$ cat config.mk
export PLATFORM = sky130hd
export DESIGN_NAME = adc_result_trigger_regs
export DESIGN_NICKNAME = d
export VERILOG_FILES = /design/src/pkg/adc_trig_pkg.sv /design/src/design/adc_result_trigger_regs.sv
export VERILOG_INCLUDE_DIRS = /design/src /design/src/pkg
export SDC_FILE = /design/constraint.sdc
export NUM_CORES = 1
export LEC_CHECK = 0
export BUFFER_PORTS_ARGS = -buffer_cell sky130_fd_sc_hd__buf_4
export CORE_UTILIZATION = 45
export DETAILED_ROUTE_END_ITERATION = 12
export MAX_ROUTING_LAYER = met4
export PLACE_DENSITY = 0.73
export SYNTH_ARGS = -nofsm -noshare
export SYNTH_HDL_FRONTEND = slang
export SYNTH_SLANG_ARGS = --single-unit
$ cat constraint.sdc
create_clock -name clk_i -period 4.4 [get_ports clk_i]
set_clock_uncertainty 0.2 [all_clocks]
set_input_delay 0.22 -clock clk_i [delete_from_list [all_inputs] [get_ports clk_i]]
set_output_delay 0.22 -clock clk_i [all_outputs]
set_load 0.05 [all_outputs]
$ cat src/pkg/adc_trig_params.svh
/*
 * named offsets, field positions, masks and reset values of the converter
 * result and trigger register block.
 * assumes: included by bare name; definitions only.
 */
`ifndef ADC_TRIG_PARAMS_SVH
`define ADC_TRIG_PARAMS_SVH

// register indices; byte address on the bus is four times the index
`define IDX_RES_LOW 8'h78
`define IDX_RES_HIGH 8'h79
`define IDX_CTRL_FIRST 8'h7A
`define IDX_CTRL_SECOND 8'h7B
`define IDX_CHAN_SEL 8'h7C
`define IDX_PIN_DIS 8'h7E
`define IDX_IRQ_STATUS 8'h80
`define IDX_IRQ_MASK 8'h81

// address layout: word index sits above the two byte-offset bits
`define IDX_LSB 2
`define IDX_MSB 9

// first control register fields
`define CF_ENABLE 7
`define CF_START 6
`define CF_AUTO 5
`define CF_DONE 4
`define CTRL_FIRST_WMASK 8'hA0

// channel select: alignment bit; bit 4 is reserved
`define CS_ALIGN 5
`define CHAN_SEL_WMASK 8'hEF

// second control register: comparator mux bit and source field
`define CB_COMP_MUX 6
`define TS_MSB 2
`define CTRL_SECOND_WMASK 8'h47

// pin buffer disable register: six live bits
`define PIN_DIS_WMASK 8'h3F

// interrupt status and mask bits
`define IRQ_DONE 0
`define IRQ_TRIG 1
`define IRQ_W 2

// widths and reset values
`define RESULT_W 10
`define REG_RESET 8'h00
`define RESP_OKAY 2'b00
`define RESP_DECERR 2'b11

`endif

$ cat src/pkg/adc_trig_pkg.sv
/*
 * types shared by the converter result and trigger register block.
 * assumes: compiled before the design module.
 */
package adc_trig_pkg;

   // auto-trigger source codes
   typedef enum logic [2:0] {
      TRIG_FREE_RUN   = 3'b000,
      TRIG_COMPARATOR = 3'b001,
      TRIG_EXT_INT0   = 3'b010,
      TRIG_T0_CMP_A   = 3'b011,
      TRIG_T0_OVF     = 3'b100,
      TRIG_T1_CMP_B   = 3'b101,
      TRIG_T1_OVF     = 3'b110,
      TRIG_T1_CAPTURE = 3'b111
   } trig_src_e;

   // one register byte
   typedef logic [7:0] byte_t;

endpackage

$ cat src/design/adc_result_trigger_regs.sv
/*
 * register side of a 10-bit converter: result bytes with alignment and
 * read lock, auto-trigger edge detection, pin input buffer gating, and an
 * AXI4-Lite slave with a sticky interrupt.
 * assumes: converter core, timer, comparator and interrupt flags run on
 * clk_i; analog pin levels are asynchronous and are synchronised here.
 */
`timescale 1ns/10ps
`include "adc_trig_params.svh"

module adc_result_trigger_regs
   import adc_trig_pkg::*;
#(
   parameter int ADDR_W = 12,   // bus address width, at least 11
   parameter int PIN_N = 6      // pins with a digital buffer
) (
   input  wire logic clk_i,
   input  wire logic srst_i,
   input  wire logic [ADDR_W-1:0] s_axi_awaddr_i,
   input  wire logic s_axi_awvalid_i,
   output logic s_axi_awready_o,
   input  wire logic [31:0] s_axi_wdata_i,
   input  wire logic [3:0] s_axi_wstrb_i,
   input  wire logic s_axi_wvalid_i,
   output logic s_axi_wready_o,
   output logic [1:0] s_axi_bresp_o,
   output logic s_axi_bvalid_o,
   input  wire logic s_axi_bready_i,
   input  wire logic [ADDR_W-1:0] s_axi_araddr_i,
   input  wire logic s_axi_arvalid_i,
   output logic s_axi_arready_o,
   output logic [31:0] s_axi_rdata_o,
   output logic [1:0] s_axi_rresp_o,
   output logic s_axi_rvalid_o,
   input  wire logic s_axi_rready_i,
   output logic conv_start_o,
   input  wire logic conv_done_i,
   input  wire logic [`RESULT_W-1:0] conv_result_i,
   output logic converter_enable_o,
   input  wire logic comparator_flag_i,
   input  wire logic ext_int0_flag_i,
   input  wire logic t0_compare_a_flag_i,
   input  wire logic t0_overflow_flag_i,
   input  wire logic t1_compare_b_flag_i,
   input  wire logic t1_overflow_flag_i,
   input  wire logic t1_capture_flag_i,
   input  wire logic [PIN_N-1:0] analog_pin_i,
   output logic [PIN_N-1:0] pin_buffer_disable_o,
   output logic [PIN_N-1:0] pin_digital_o,
   output logic comparator_mux_enable_o,
   output logic irq_o
);

   // bus state
   logic aw_full_q;             // write address held
   logic w_full_q;              // write data held
   byte_t aw_idx_q;             // held word index
   logic aw_bad_q;              // held address is unmapped
   byte_t w_data_q;             // held low data byte
   logic w_lane_q;              // low byte lane strobed
   logic bvalid_q;
   logic [1:0] bresp_q;
   logic rvalid_q;
   logic [1:0] rresp_q;
   byte_t rdata_q;

   // block state
   byte_t ctrl_first_q;         // enable and auto bits only
   byte_t ctrl_second_q;        // comparator mux and source field
   byte_t chan_sel_q;           // alignment and channel bits
   byte_t pin_dis_q;            // buffer disable bits
   logic busy_q;                // conversion under way
   logic start_q;               // one-cycle start to the core
   logic done_flag_q;           // conversion done flag
   logic lock_q;                // low byte read, high not yet
   logic [`RESULT_W-1:0] result_q;
   logic [`IRQ_W-1:0] irq_status_q;
   logic [`IRQ_W-1:0] irq_mask_q;
   logic sel_prev_q;            // last sample of selected flag
   trig_src_e src_prev_q;       // last value of source field
   logic [PIN_N-1:0] pin_meta_q;
   logic [PIN_N-1:0] pin_sync_q;
   logic [PIN_N-1:0] pin_digital_q;

   // combinational helpers
   logic aw_hs, w_hs, ar_hs, wr_fire, wr_en;
   logic wr_ctrl1, wr_ctrl2, wr_chan, wr_pin, wr_stat, wr_mask;
   byte_t ar_idx;
   logic ar_bad;
   byte_t rd_byte;
   byte_t res_low, res_high;
   trig_src_e src;
   logic auto_on, enable_on, sel_flag, to_free, trig_edge;
   logic sw_start, trig_start, result_upd;

   // an index is mapped only if the bits above it are zero
   function automatic logic unmapped(input logic [ADDR_W-1:0] a);
      logic hit;
      byte_t i;
      i = a[`IDX_MSB:`IDX_LSB];
      hit = (i == `IDX_RES_LOW) || (i == `IDX_RES_HIGH) ||
            (i == `IDX_CTRL_FIRST) || (i == `IDX_CTRL_SECOND) ||
            (i == `IDX_CHAN_SEL) || (i == `IDX_PIN_DIS) ||
            (i == `IDX_IRQ_STATUS) || (i == `IDX_IRQ_MASK);
      if (a[ADDR_W-1:`IDX_MSB+1] != '0) begin
         hit = 1'b0;
      end
      return !hit;
   endfunction

   // channels accept only while nothing is pending on the response
   assign s_axi_awready_o = !aw_full_q && !bvalid_q;
   assign s_axi_wready_o = !w_full_q && !bvalid_q;
   assign s_axi_arready_o = !rvalid_q;
   assign aw_hs = s_axi_awvalid_i && s_axi_awready_o;
   assign w_hs = s_axi_wvalid_i && s_axi_wready_o;
   assign ar_hs = s_axi_arvalid_i && s_axi_arready_o;
   assign wr_fire = aw_full_q && w_full_q;
   assign wr_en = wr_fire && w_lane_q && !aw_bad_q;
   assign wr_ctrl1 = wr_en && (aw_idx_q == `IDX_CTRL_FIRST);
   assign wr_ctrl2 = wr_en && (aw_idx_q == `IDX_CTRL_SECOND);
   assign wr_chan = wr_en && (aw_idx_q == `IDX_CHAN_SEL);
   assign wr_pin = wr_en && (aw_idx_q == `IDX_PIN_DIS);
   assign wr_stat = wr_en && (aw_idx_q == `IDX_IRQ_STATUS);
   assign wr_mask = wr_en && (aw_idx_q == `IDX_IRQ_MASK);
   assign ar_idx = s_axi_araddr_i[`IDX_MSB:`IDX_LSB];
   assign ar_bad = unmapped(s_axi_araddr_i);

   // write address and data are taken in either order, then fire together
   always_ff @(posedge clk_i) begin
      if (srst_i) begin
         aw_full_q <= 1'b0;
         w_full_q <= 1'b0;
         aw_idx_q <= `REG_RESET;
         aw_bad_q <= 1'b0;
         w_data_q <= `REG_RESET;
         w_lane_q <= 1'b0;
      end else begin
         if (aw_hs) begin
            aw_full_q <= 1'b1;
            aw_idx_q <= s_axi_awaddr_i[`IDX_MSB:`IDX_LSB];
            aw_bad_q <= unmapped(s_axi_awaddr_i);
         end else if (wr_fire) begin
            aw_full_q <= 1'b0;
         end
         if (w_hs) begin
            w_full_q <= 1'b1;
            w_data_q <= s_axi_wdata_i[7:0];
            w_lane_q <= s_axi_wstrb_i[0];
         end else if (wr_fire) begin
            w_full_q <= 1'b0;
         end
      end
   end

   // write response; unmapped words answer decode error
   always_ff @(posedge clk_i) begin
      if (srst_i) begin
         bvalid_q <= 1'b0;
         bresp_q <= `RESP_OKAY;
      end else if (wr_fire) begin
         bvalid_q <= 1'b1;
         bresp_q <= aw_bad_q ? `RESP_DECERR : `RESP_OKAY;
      end else if (s_axi_bready_i) begin
         bvalid_q <= 1'b0;
      end
   end
   assign s_axi_bvalid_o = bvalid_q;
   assign s_axi_bresp_o = bresp_q;

   // result presentation follows the live alignment bit
   always_comb begin
      if (chan_sel_q[`CS_ALIGN]) begin
         res_high = result_q[9:2];
         res_low = {result_q[1:0], 6'h00};
      end else begin
         res_high = {6'h00, result_q[9:8]};
         res_low = result_q[7:0];
      end
   end

   // read mux; reserved bits are never stored, so they read zero
   always_comb begin
      rd_byte = `REG_RESET;
      if (ar_idx == `IDX_RES_LOW) begin
         rd_byte = res_low;
      end else if (ar_idx == `IDX_RES_HIGH) begin
         rd_byte = res_high;
      end else if (ar_idx == `IDX_CTRL_FIRST) begin
         rd_byte = ctrl_first_q;
         rd_byte[`CF_START] = busy_q || start_q;
         rd_byte[`CF_DONE] = done_flag_q;
      end else if (ar_idx == `IDX_CTRL_SECOND) begin
         rd_byte = ctrl_second_q;
      end else if (ar_idx == `IDX_CHAN_SEL) begin
         rd_byte = chan_sel_q;
      end else if (ar_idx == `IDX_PIN_DIS) begin
         rd_byte = pin_dis_q;
      end else if (ar_idx == `IDX_IRQ_STATUS) begin
         rd_byte = {6'h00, irq_status_q};
      end else if (ar_idx == `IDX_IRQ_MASK) begin
         rd_byte = {6'h00, irq_mask_q};
      end
      if (ar_bad) begin
         rd_byte = `REG_RESET;
      end
   end

   // read data is captured at the address handshake, one cycle to rvalid
   always_ff @(posedge clk_i) begin
      if (srst_i) begin
         rvalid_q <= 1'b0;
         rresp_q <= `RESP_OKAY;
         rdata_q <= `REG_RESET;
      end else if (ar_hs) begin
         rvalid_q <= 1'b1;
         rresp_q <= ar_bad ? `RESP_DECERR : `RESP_OKAY;
         rdata_q <= rd_byte;
      end else if (s_axi_rready_i) begin
         rvalid_q <= 1'b0;
      end
   end
   assign s_axi_rvalid_o = rvalid_q;
   assign s_axi_rresp_o = rresp_q;
   assign s_axi_rdata_o = {24'h00_0000, rdata_q};

   // software-written control; write masks keep reserved bits at zero
   always_ff @(posedge clk_i) begin
      if (srst_i) begin
         ctrl_first_q <= `REG_RESET;
         ctrl_second_q <= `REG_RESET;
         chan_sel_q <= `REG_RESET;
         pin_dis_q <= `REG_RESET;
         irq_mask_q <= '0;
      end else begin
         if (wr_ctrl1) begin
            ctrl_first_q <= w_data_q & `CTRL_FIRST_WMASK;
         end
         if (wr_ctrl2) begin
            ctrl_second_q <= w_data_q & `CTRL_SECOND_WMASK;
         end
         if (wr_chan) begin
            chan_sel_q <= w_data_q & `CHAN_SEL_WMASK;
         end
         if (wr_pin) begin
            pin_dis_q <= w_data_q & `PIN_DIS_WMASK;
         end
         if (wr_mask) begin
            irq_mask_q <= w_data_q[`IRQ_W-1:0];
         end
      end
   end
   assign comparator_mux_enable_o = ctrl_second_q[`CB_COMP_MUX];
   assign converter_enable_o = ctrl_first_q[`CF_ENABLE];

   // trigger source decode
   assign src = trig_src_e'(ctrl_second_q[`TS_MSB:0]);
   always_comb begin
      case (src)
         TRIG_FREE_RUN: sel_flag = done_flag_q;
         TRIG_COMPARATOR: sel_flag = comparator_flag_i;
         TRIG_EXT_INT0: sel_flag = ext_int0_flag_i;
         TRIG_T0_CMP_A: sel_flag = t0_compare_a_flag_i;
         TRIG_T0_OVF: sel_flag = t0_overflow_flag_i;
         TRIG_T1_CMP_B: sel_flag = t1_compare_b_flag_i;
         TRIG_T1_OVF: sel_flag = t1_overflow_flag_i;
         default: sel_flag = t1_capture_flag_i;
      endcase
   end

   // edge detection on the muxed flag; a change of selection onto a set
   // flag also looks like a rising edge
   assign auto_on = ctrl_first_q[`CF_AUTO];
   assign enable_on = ctrl_first_q[`CF_ENABLE];
   assign to_free = (src == TRIG_FREE_RUN) && (src_prev_q != TRIG_FREE_RUN);
   assign trig_edge = sel_flag && !sel_prev_q && !to_free;
   assign trig_start = trig_edge && auto_on && enable_on;
   // a start written with the enable bit in the same write also counts
   assign sw_start = wr_ctrl1 && w_data_q[`CF_START] && w_data_q[`CF_ENABLE];

   always_ff @(posedge clk_i) begin
      if (srst_i) begin
         sel_prev_q <= 1'b0;
         src_prev_q <= TRIG_FREE_RUN;
      end else begin
         sel_prev_q <= sel_flag;
         src_prev_q <= src;
      end
   end

   // start pulse and busy; starts while busy are dropped, and clearing
   // the enable bit abandons a conversion under way
   always_ff @(posedge clk_i) begin
      if (srst_i) begin
         start_q <= 1'b0;
         busy_q <= 1'b0;
      end else begin
         start_q <= (sw_start || trig_start) && !busy_q && !start_q;
         if (!enable_on) begin
            busy_q <= 1'b0;
         end else if (start_q) begin
            busy_q <= 1'b1;
         end else if (conv_done_i) begin
            busy_q <= 1'b0;
         end
      end
   end
   assign conv_start_o = start_q;

   // result capture is blocked between the low and high byte reads;
   // software relies on reading low first for a consistent pair
   assign result_upd = conv_done_i && !lock_q;
   always_ff @(posedge clk_i) begin
      if (srst_i) begin
         result_q <= '0;
         lock_q <= 1'b0;
      end else begin
         if (result_upd) begin
            result_q <= conv_result_i;
         end
         if (ar_hs && !ar_bad && (ar_idx == `IDX_RES_LOW)) begin
            lock_q <= 1'b1;
         end else if (ar_hs && !ar_bad && (ar_idx == `IDX_RES_HIGH)) begin
            lock_q <= 1'b0;
         end
      end
   end

   // done flag: set wins over a write-one clear in the same cycle
   always_ff @(posedge clk_i) begin
      if (srst_i) begin
         done_flag_q <= 1'b0;
      end else if (result_upd) begin
         done_flag_q <= 1'b1;
      end else if (wr_ctrl1 && w_data_q[`CF_DONE]) begin
         done_flag_q <= 1'b0;
      end
   end

   // sticky interrupt status, write one to clear, set wins
   always_ff @(posedge clk_i) begin
      if (srst_i) begin
         irq_status_q <= '0;
      end else begin
         for (int b = 0; b < `IRQ_W; b++) begin
            if (wr_stat && w_data_q[b]) begin
               irq_status_q[b] <= 1'b0;
            end
         end
         if (result_upd) begin
            irq_status_q[`IRQ_DONE] <= 1'b1;
         end
         if (start_q) begin
            irq_status_q[`IRQ_TRIG] <= 1'b1;
         end
      end
   end
   assign irq_o = |(irq_status_q & irq_mask_q);

   // pins are asynchronous: two flops, then gate by the disable bits;
   // the disable bits and the gated pin levels leave the block, the analog path is outside
   always_ff @(posedge clk_i) begin
      if (srst_i) begin
         pin_meta_q <= '0;
         pin_sync_q <= '0;
         pin_digital_q <= '0;
      end else begin
         pin_meta_q <= analog_pin_i;
         pin_sync_q <= pin_meta_q;
         pin_digital_q <= pin_sync_q & ~pin_dis_q[PIN_N-1:0];
      end
   end
   assign pin_buffer_disable_o = pin_dis_q[PIN_N-1:0];
   assign pin_digital_o = pin_digital_q;
endmodule

==> metrics.json <==
{
  "max_clock_freq": {"value": 365.6, "unit": "MHz"},
  "dr.pass1.iters": {"value": 9},
  "grt_pass1_wl": {"value": 16610, "unit": "um"},
  "n_antenna_cell": {"value": 0},
  "timing.hold.worst.class": {"value": "in2reg"},
  "worstReg2RegEnd": {"value": "chan_sel_q[1]"},
  "track_usage": {"value": 22.32, "unit": "%"},
  "cp-start-kind": {"value": "primary input"},
  "total_half_perimeter_wirelength_after_legalization_and_detailed_placement": {"value": 6822, "unit": "um"},
  "ioPinCount": {"value": 148},
  "layout.cells.most_common": {"value": "buf_4"},
  "tightestPinTransition": {"value": 894.6, "unit": "ps"},
  "clock_sinks": {"value": 91},
  "number_of_buffers_inserted_during_clock_tree_synthesis": {"value": 9},
  "violations": {"value": "design-rule violations"},
  "crit_start": {"value": "s_axi_awaddr_i[5]"},
  "floorplan.rows": {"value": 34},
  "portBuffers": {"value": 92},
  "yosys_warnings": {"value": 0},
  "critical_path_class": {"value": "in2reg"},
  "reg2reg_depth": {"value": 5},
  "synthCells": {"value": 485},
  "ys_seq_elements": {"value": 91},
  "synth_edf_count": {"value": 0},
  "netlist_area": {"value": 4128, "unit": "um2"},
  "hold_viol_final": {"value": 0},
  "die_w": {"value": 97.78, "unit": "um"},
  "timing_max_transition_violations_final": {"value": 0},
  "power.total": {"value": 0.001707, "unit": "W"},
  "unrepaired_setup_endpoints_after_global_routing": {"value": "no"},
  "via_count_of_the_first_global_routing_pass": {"value": 3527},
  "multi_input_comb_area": {"value": 2041, "unit": "um2"},
  "power.sequential.fraction": {"value": 51.2, "unit": "%"},
  "fin_setup_tns": {"value": 0, "unit": "ps"},
  "max-vdd-ir-drop": {"value": 0.1909, "unit": "mV"},
  "routed_wirelength": {"value": 10170, "unit": "um"},
  "detail_route.wl_per_cell": {"value": 14.39, "unit": "um"},
  "cts.clk_slew.worst_paths": {"value": 90, "unit": "ps"},
  "ant_nets": {"value": 0},
  "globalplace.congestion": {"value": 0.8614},
  "timing.critical_path.fanout_max": {"value": 3},
  "synth.avg_cell_area": {"value": 8.511, "unit": "um2"},
  "finish.net_count": {"value": 686},
  "worst_skew_pair.late_latency": {"value": 350, "unit": "ps"},
  "post_drt_via_cell_ratio": {"value": 5.221},
  "floorplan.initialDensity": {"value": 46.87, "unit": "%"},
  "clock_tree_from_tritoncts": {"value": "built"},
  "fraction_of_final_layout_cells_with_drive_strength_greater_than_1": {"value": 19.53, "unit": "%"},
  "ys_types": {"value": 58},
  "power.switching_fraction": {"value": 27.17, "unit": "%"},
  "clock_tree.htree_level_count": {"value": 3},
  "hold-worst-slack": {"value": 44.22, "unit": "ps"},
  "synth.area.top_cells": {"value": "dfxtp_1 44%, nand2_1 7.0%, mux2i_1 6.8%"},
  "cellInternalPower": {"value": 0.001243, "unit": "W"},
  "final-setup-viol-count": {"value": 0},
  "floorplan.die.height": {"value": 97.78, "unit": "um"},
  "grt_start_max_net_pins": {"value": 90},
  "most-common-layout-cells": {"value": "92 x buf_4, 91 x dfxtp_1, 77 x nand2_1, 45 x a21oi_1, 39 x nor2_1"},
  "layout.filler_cells": {"value": 771},
  "antenna_found_initial": {"value": 0},
  "sequential_cell_area": {"value": 1822, "unit": "um2"},
  "layout_min_cycle_time": {"value": 2735, "unit": "ps"},
  "switching_power": {"value": 0.0004636, "unit": "W"},
  "netlist.top_cell.by_area": {"value": "dfxtp_1"},
  "timing.max_cap.violations": {"value": 0},
  "worst_slew_margin_rel": {"value": 40.36, "unit": "%"},
  "synth-main-ff-cell": {"value": "dfxtp_1"},
  "outcome": {"value": "complete, but fails checks"},
  "synth_top_area_share": {"value": 44.13, "unit": "%"},
  "relative_area_change_from_synthesis_to_final_layout": {"value": 28.74, "unit": "%"},
  "worstPathArrival": {"value": 2740, "unit": "ps"},
  "regToRegSetupSlack": {"value": 2090, "unit": "ps"},
  "worstPathRequired": {"value": 4410, "unit": "ps"},
  "synth_sequential_area_ratio": {"value": 44.13, "unit": "%"},
  "synthArstFlopShare": {"value": 0, "unit": "%"},
  "worst_setup_path_end_kind": {"value": "register"},
  "master_cell_of_the_clock_root_buffer": {"value": "clkbuf_8"},
  "design.core.area": {"value": 8806, "unit": "um2"},
  "share_clk_of_total_power": {"value": 33.9, "unit": "%"},
  "final.period_utilization": {"value": 62.17, "unit": "%"},
  "reg2reg_from": {"value": "aw_full_q"},
  "power_frac_comb": {"value": 14.9, "unit": "%"},
  "drcViolationCount": {"value": 14},
  "globalRouteOverflowTotal": {"value": 0},
  "drt-initial-drc-count": {"value": 209},
  "clock_path_buffers": {"value": 2},
  "p_leak": {"value": 2.260, "unit": "nW"},
  "cellPowerDensity": {"value": 321.2, "unit": "nW/um2"},
  "critical_path.endpoint": {"value": "aw_bad_q"},
  "fp.dieArea": {"value": 9560, "unit": "um2"},
  "dr_total_vias": {"value": 3691}
}
## power by group through the flow
| stage | clock (W) | combinational, W | sequential [W] |
|---|---|---|---|
| after floorplan | 0 | 0.000163 | 0.000898 |
| after global placement | 0 | 0.000222 | 0.000892 |
| after detailed placement | 0 | 0.000225 | 0.000893 |
| after CTS | 0.000592 | 0.000251 | 0.000874 |
| after global routing | 0.000630 | 0.000273 | 0.000879 |
| final | 0.000579 | 0.000254 | 0.000874 |
## worst max-delay path, cell delays in order
cell and delay, ps:
dlygate4sd3_1 550, buf_4 140, or4b_2 660, nor3_1 190, a21oi_1 90, nor4_1 260, dlygate4sd3_1 590, nor3_1 40
## state kept, by name (all words and copies together), names as in the netlist, 2 cells and up
register,cells
pin_digital_o,6
src_prev_q,3
result_q,10
pin_sync_q,6
chan_sel_q,7
aw_idx_q,8
w_data_q,8
irq_mask_q,2
pin_meta_q,6
ctrl_first_q,2
pin_dis_q,6
rdata_q,8
ctrl_second_q,4
irq_status_q,2
## per-layer routing
metal  routed length, um  GRT usage (%)
met2                4790          35.30
met1                4680          28.01
met4                 202          9.790
met5                   0              -
met3                 501          3.937
## through the flow
step           area (um2)  cells  setup slack, ps  util (%)
6_report             5314    707             1665     60.34
3_3_place_gp         4741    655             2218     53.84
4_1_cts              5314    707             1837     60.34
5_1_grt              5314    707             1576     60.34
3_5_place_dp         4741    655             2190     53.84
2_1_floorplan        4214    508             2034         -
## cells by family (layout without fill, tap and decap cells)
| group | Yosys count | in the layout | share of synthesized area (%) |
|---|---|---|---|
| multiplexers | 31 | 31 | 8.154 |
| flip-flops | 91 | 91 | 44.13 |
| AND/OR/NAND/NOR | 202 | 202 | 24.73 |
| other | 1 | 24 | 0.09085 |
| buffers and inverters | 67 | 158 | 8.518 |
| AO/OA/AOI/OAI | 92 | 92 | 14.16 |
| XOR/XNOR | 1 | 1 | 0.2122 |
## cell type report
cell class	instances	share of cell area [%]
inverter	14	0.9889
clock buffer	12	2.920
sequential	91	34.28
multi-input combinational	350	38.40
tap	108	2.543
clock inverter	3	0.8947
timing repair buffer	129	19.97
## cell usage after synthesis, types with 3 or more instances
library cell,n
buf_1,5
nor2_1,39
nand3b_1,4
nor3b_1,9
nand2_1,77
o21ai_0,7
a21oi_1,45
nor2b_1,21
a32oi_1,3
nand2b_1,10
inv_1,14
buf_4,26
dfxtp_1,91
o21ai_1,4
and2_1,4
nor3_1,7
o41ai_1,4
mux2i_1,28
clkbuf_1,20
a211oi_1,4
a22oi_1,4
nand3_1,9
## what timing repair did
action	CTS	global route
endpoints found under the hold margin	36	0
hold buffers	37	0
gates resized for setup	0	0
buffers inserted	0	0
## worst min-delay path by stage
stage	startpoint	slack (ps)	to	depth (start not counted)
2_1_floorplan	analog_pin_i[0]	150	pin_meta_q[0]	1
3_3_place_gp	pin_meta_q[2]	220	pin_sync_q[2]	1
3_5_place_dp	pin_meta_q[4]	220	pin_sync_q[4]	1
4_1_cts	conv_done_i	30	busy_q	4
5_1_grt	conv_done_i	40	busy_q	4
6_report	conv_done_i	40	busy_q	4
No activity file was read; power rests on OpenSTA's default activity.
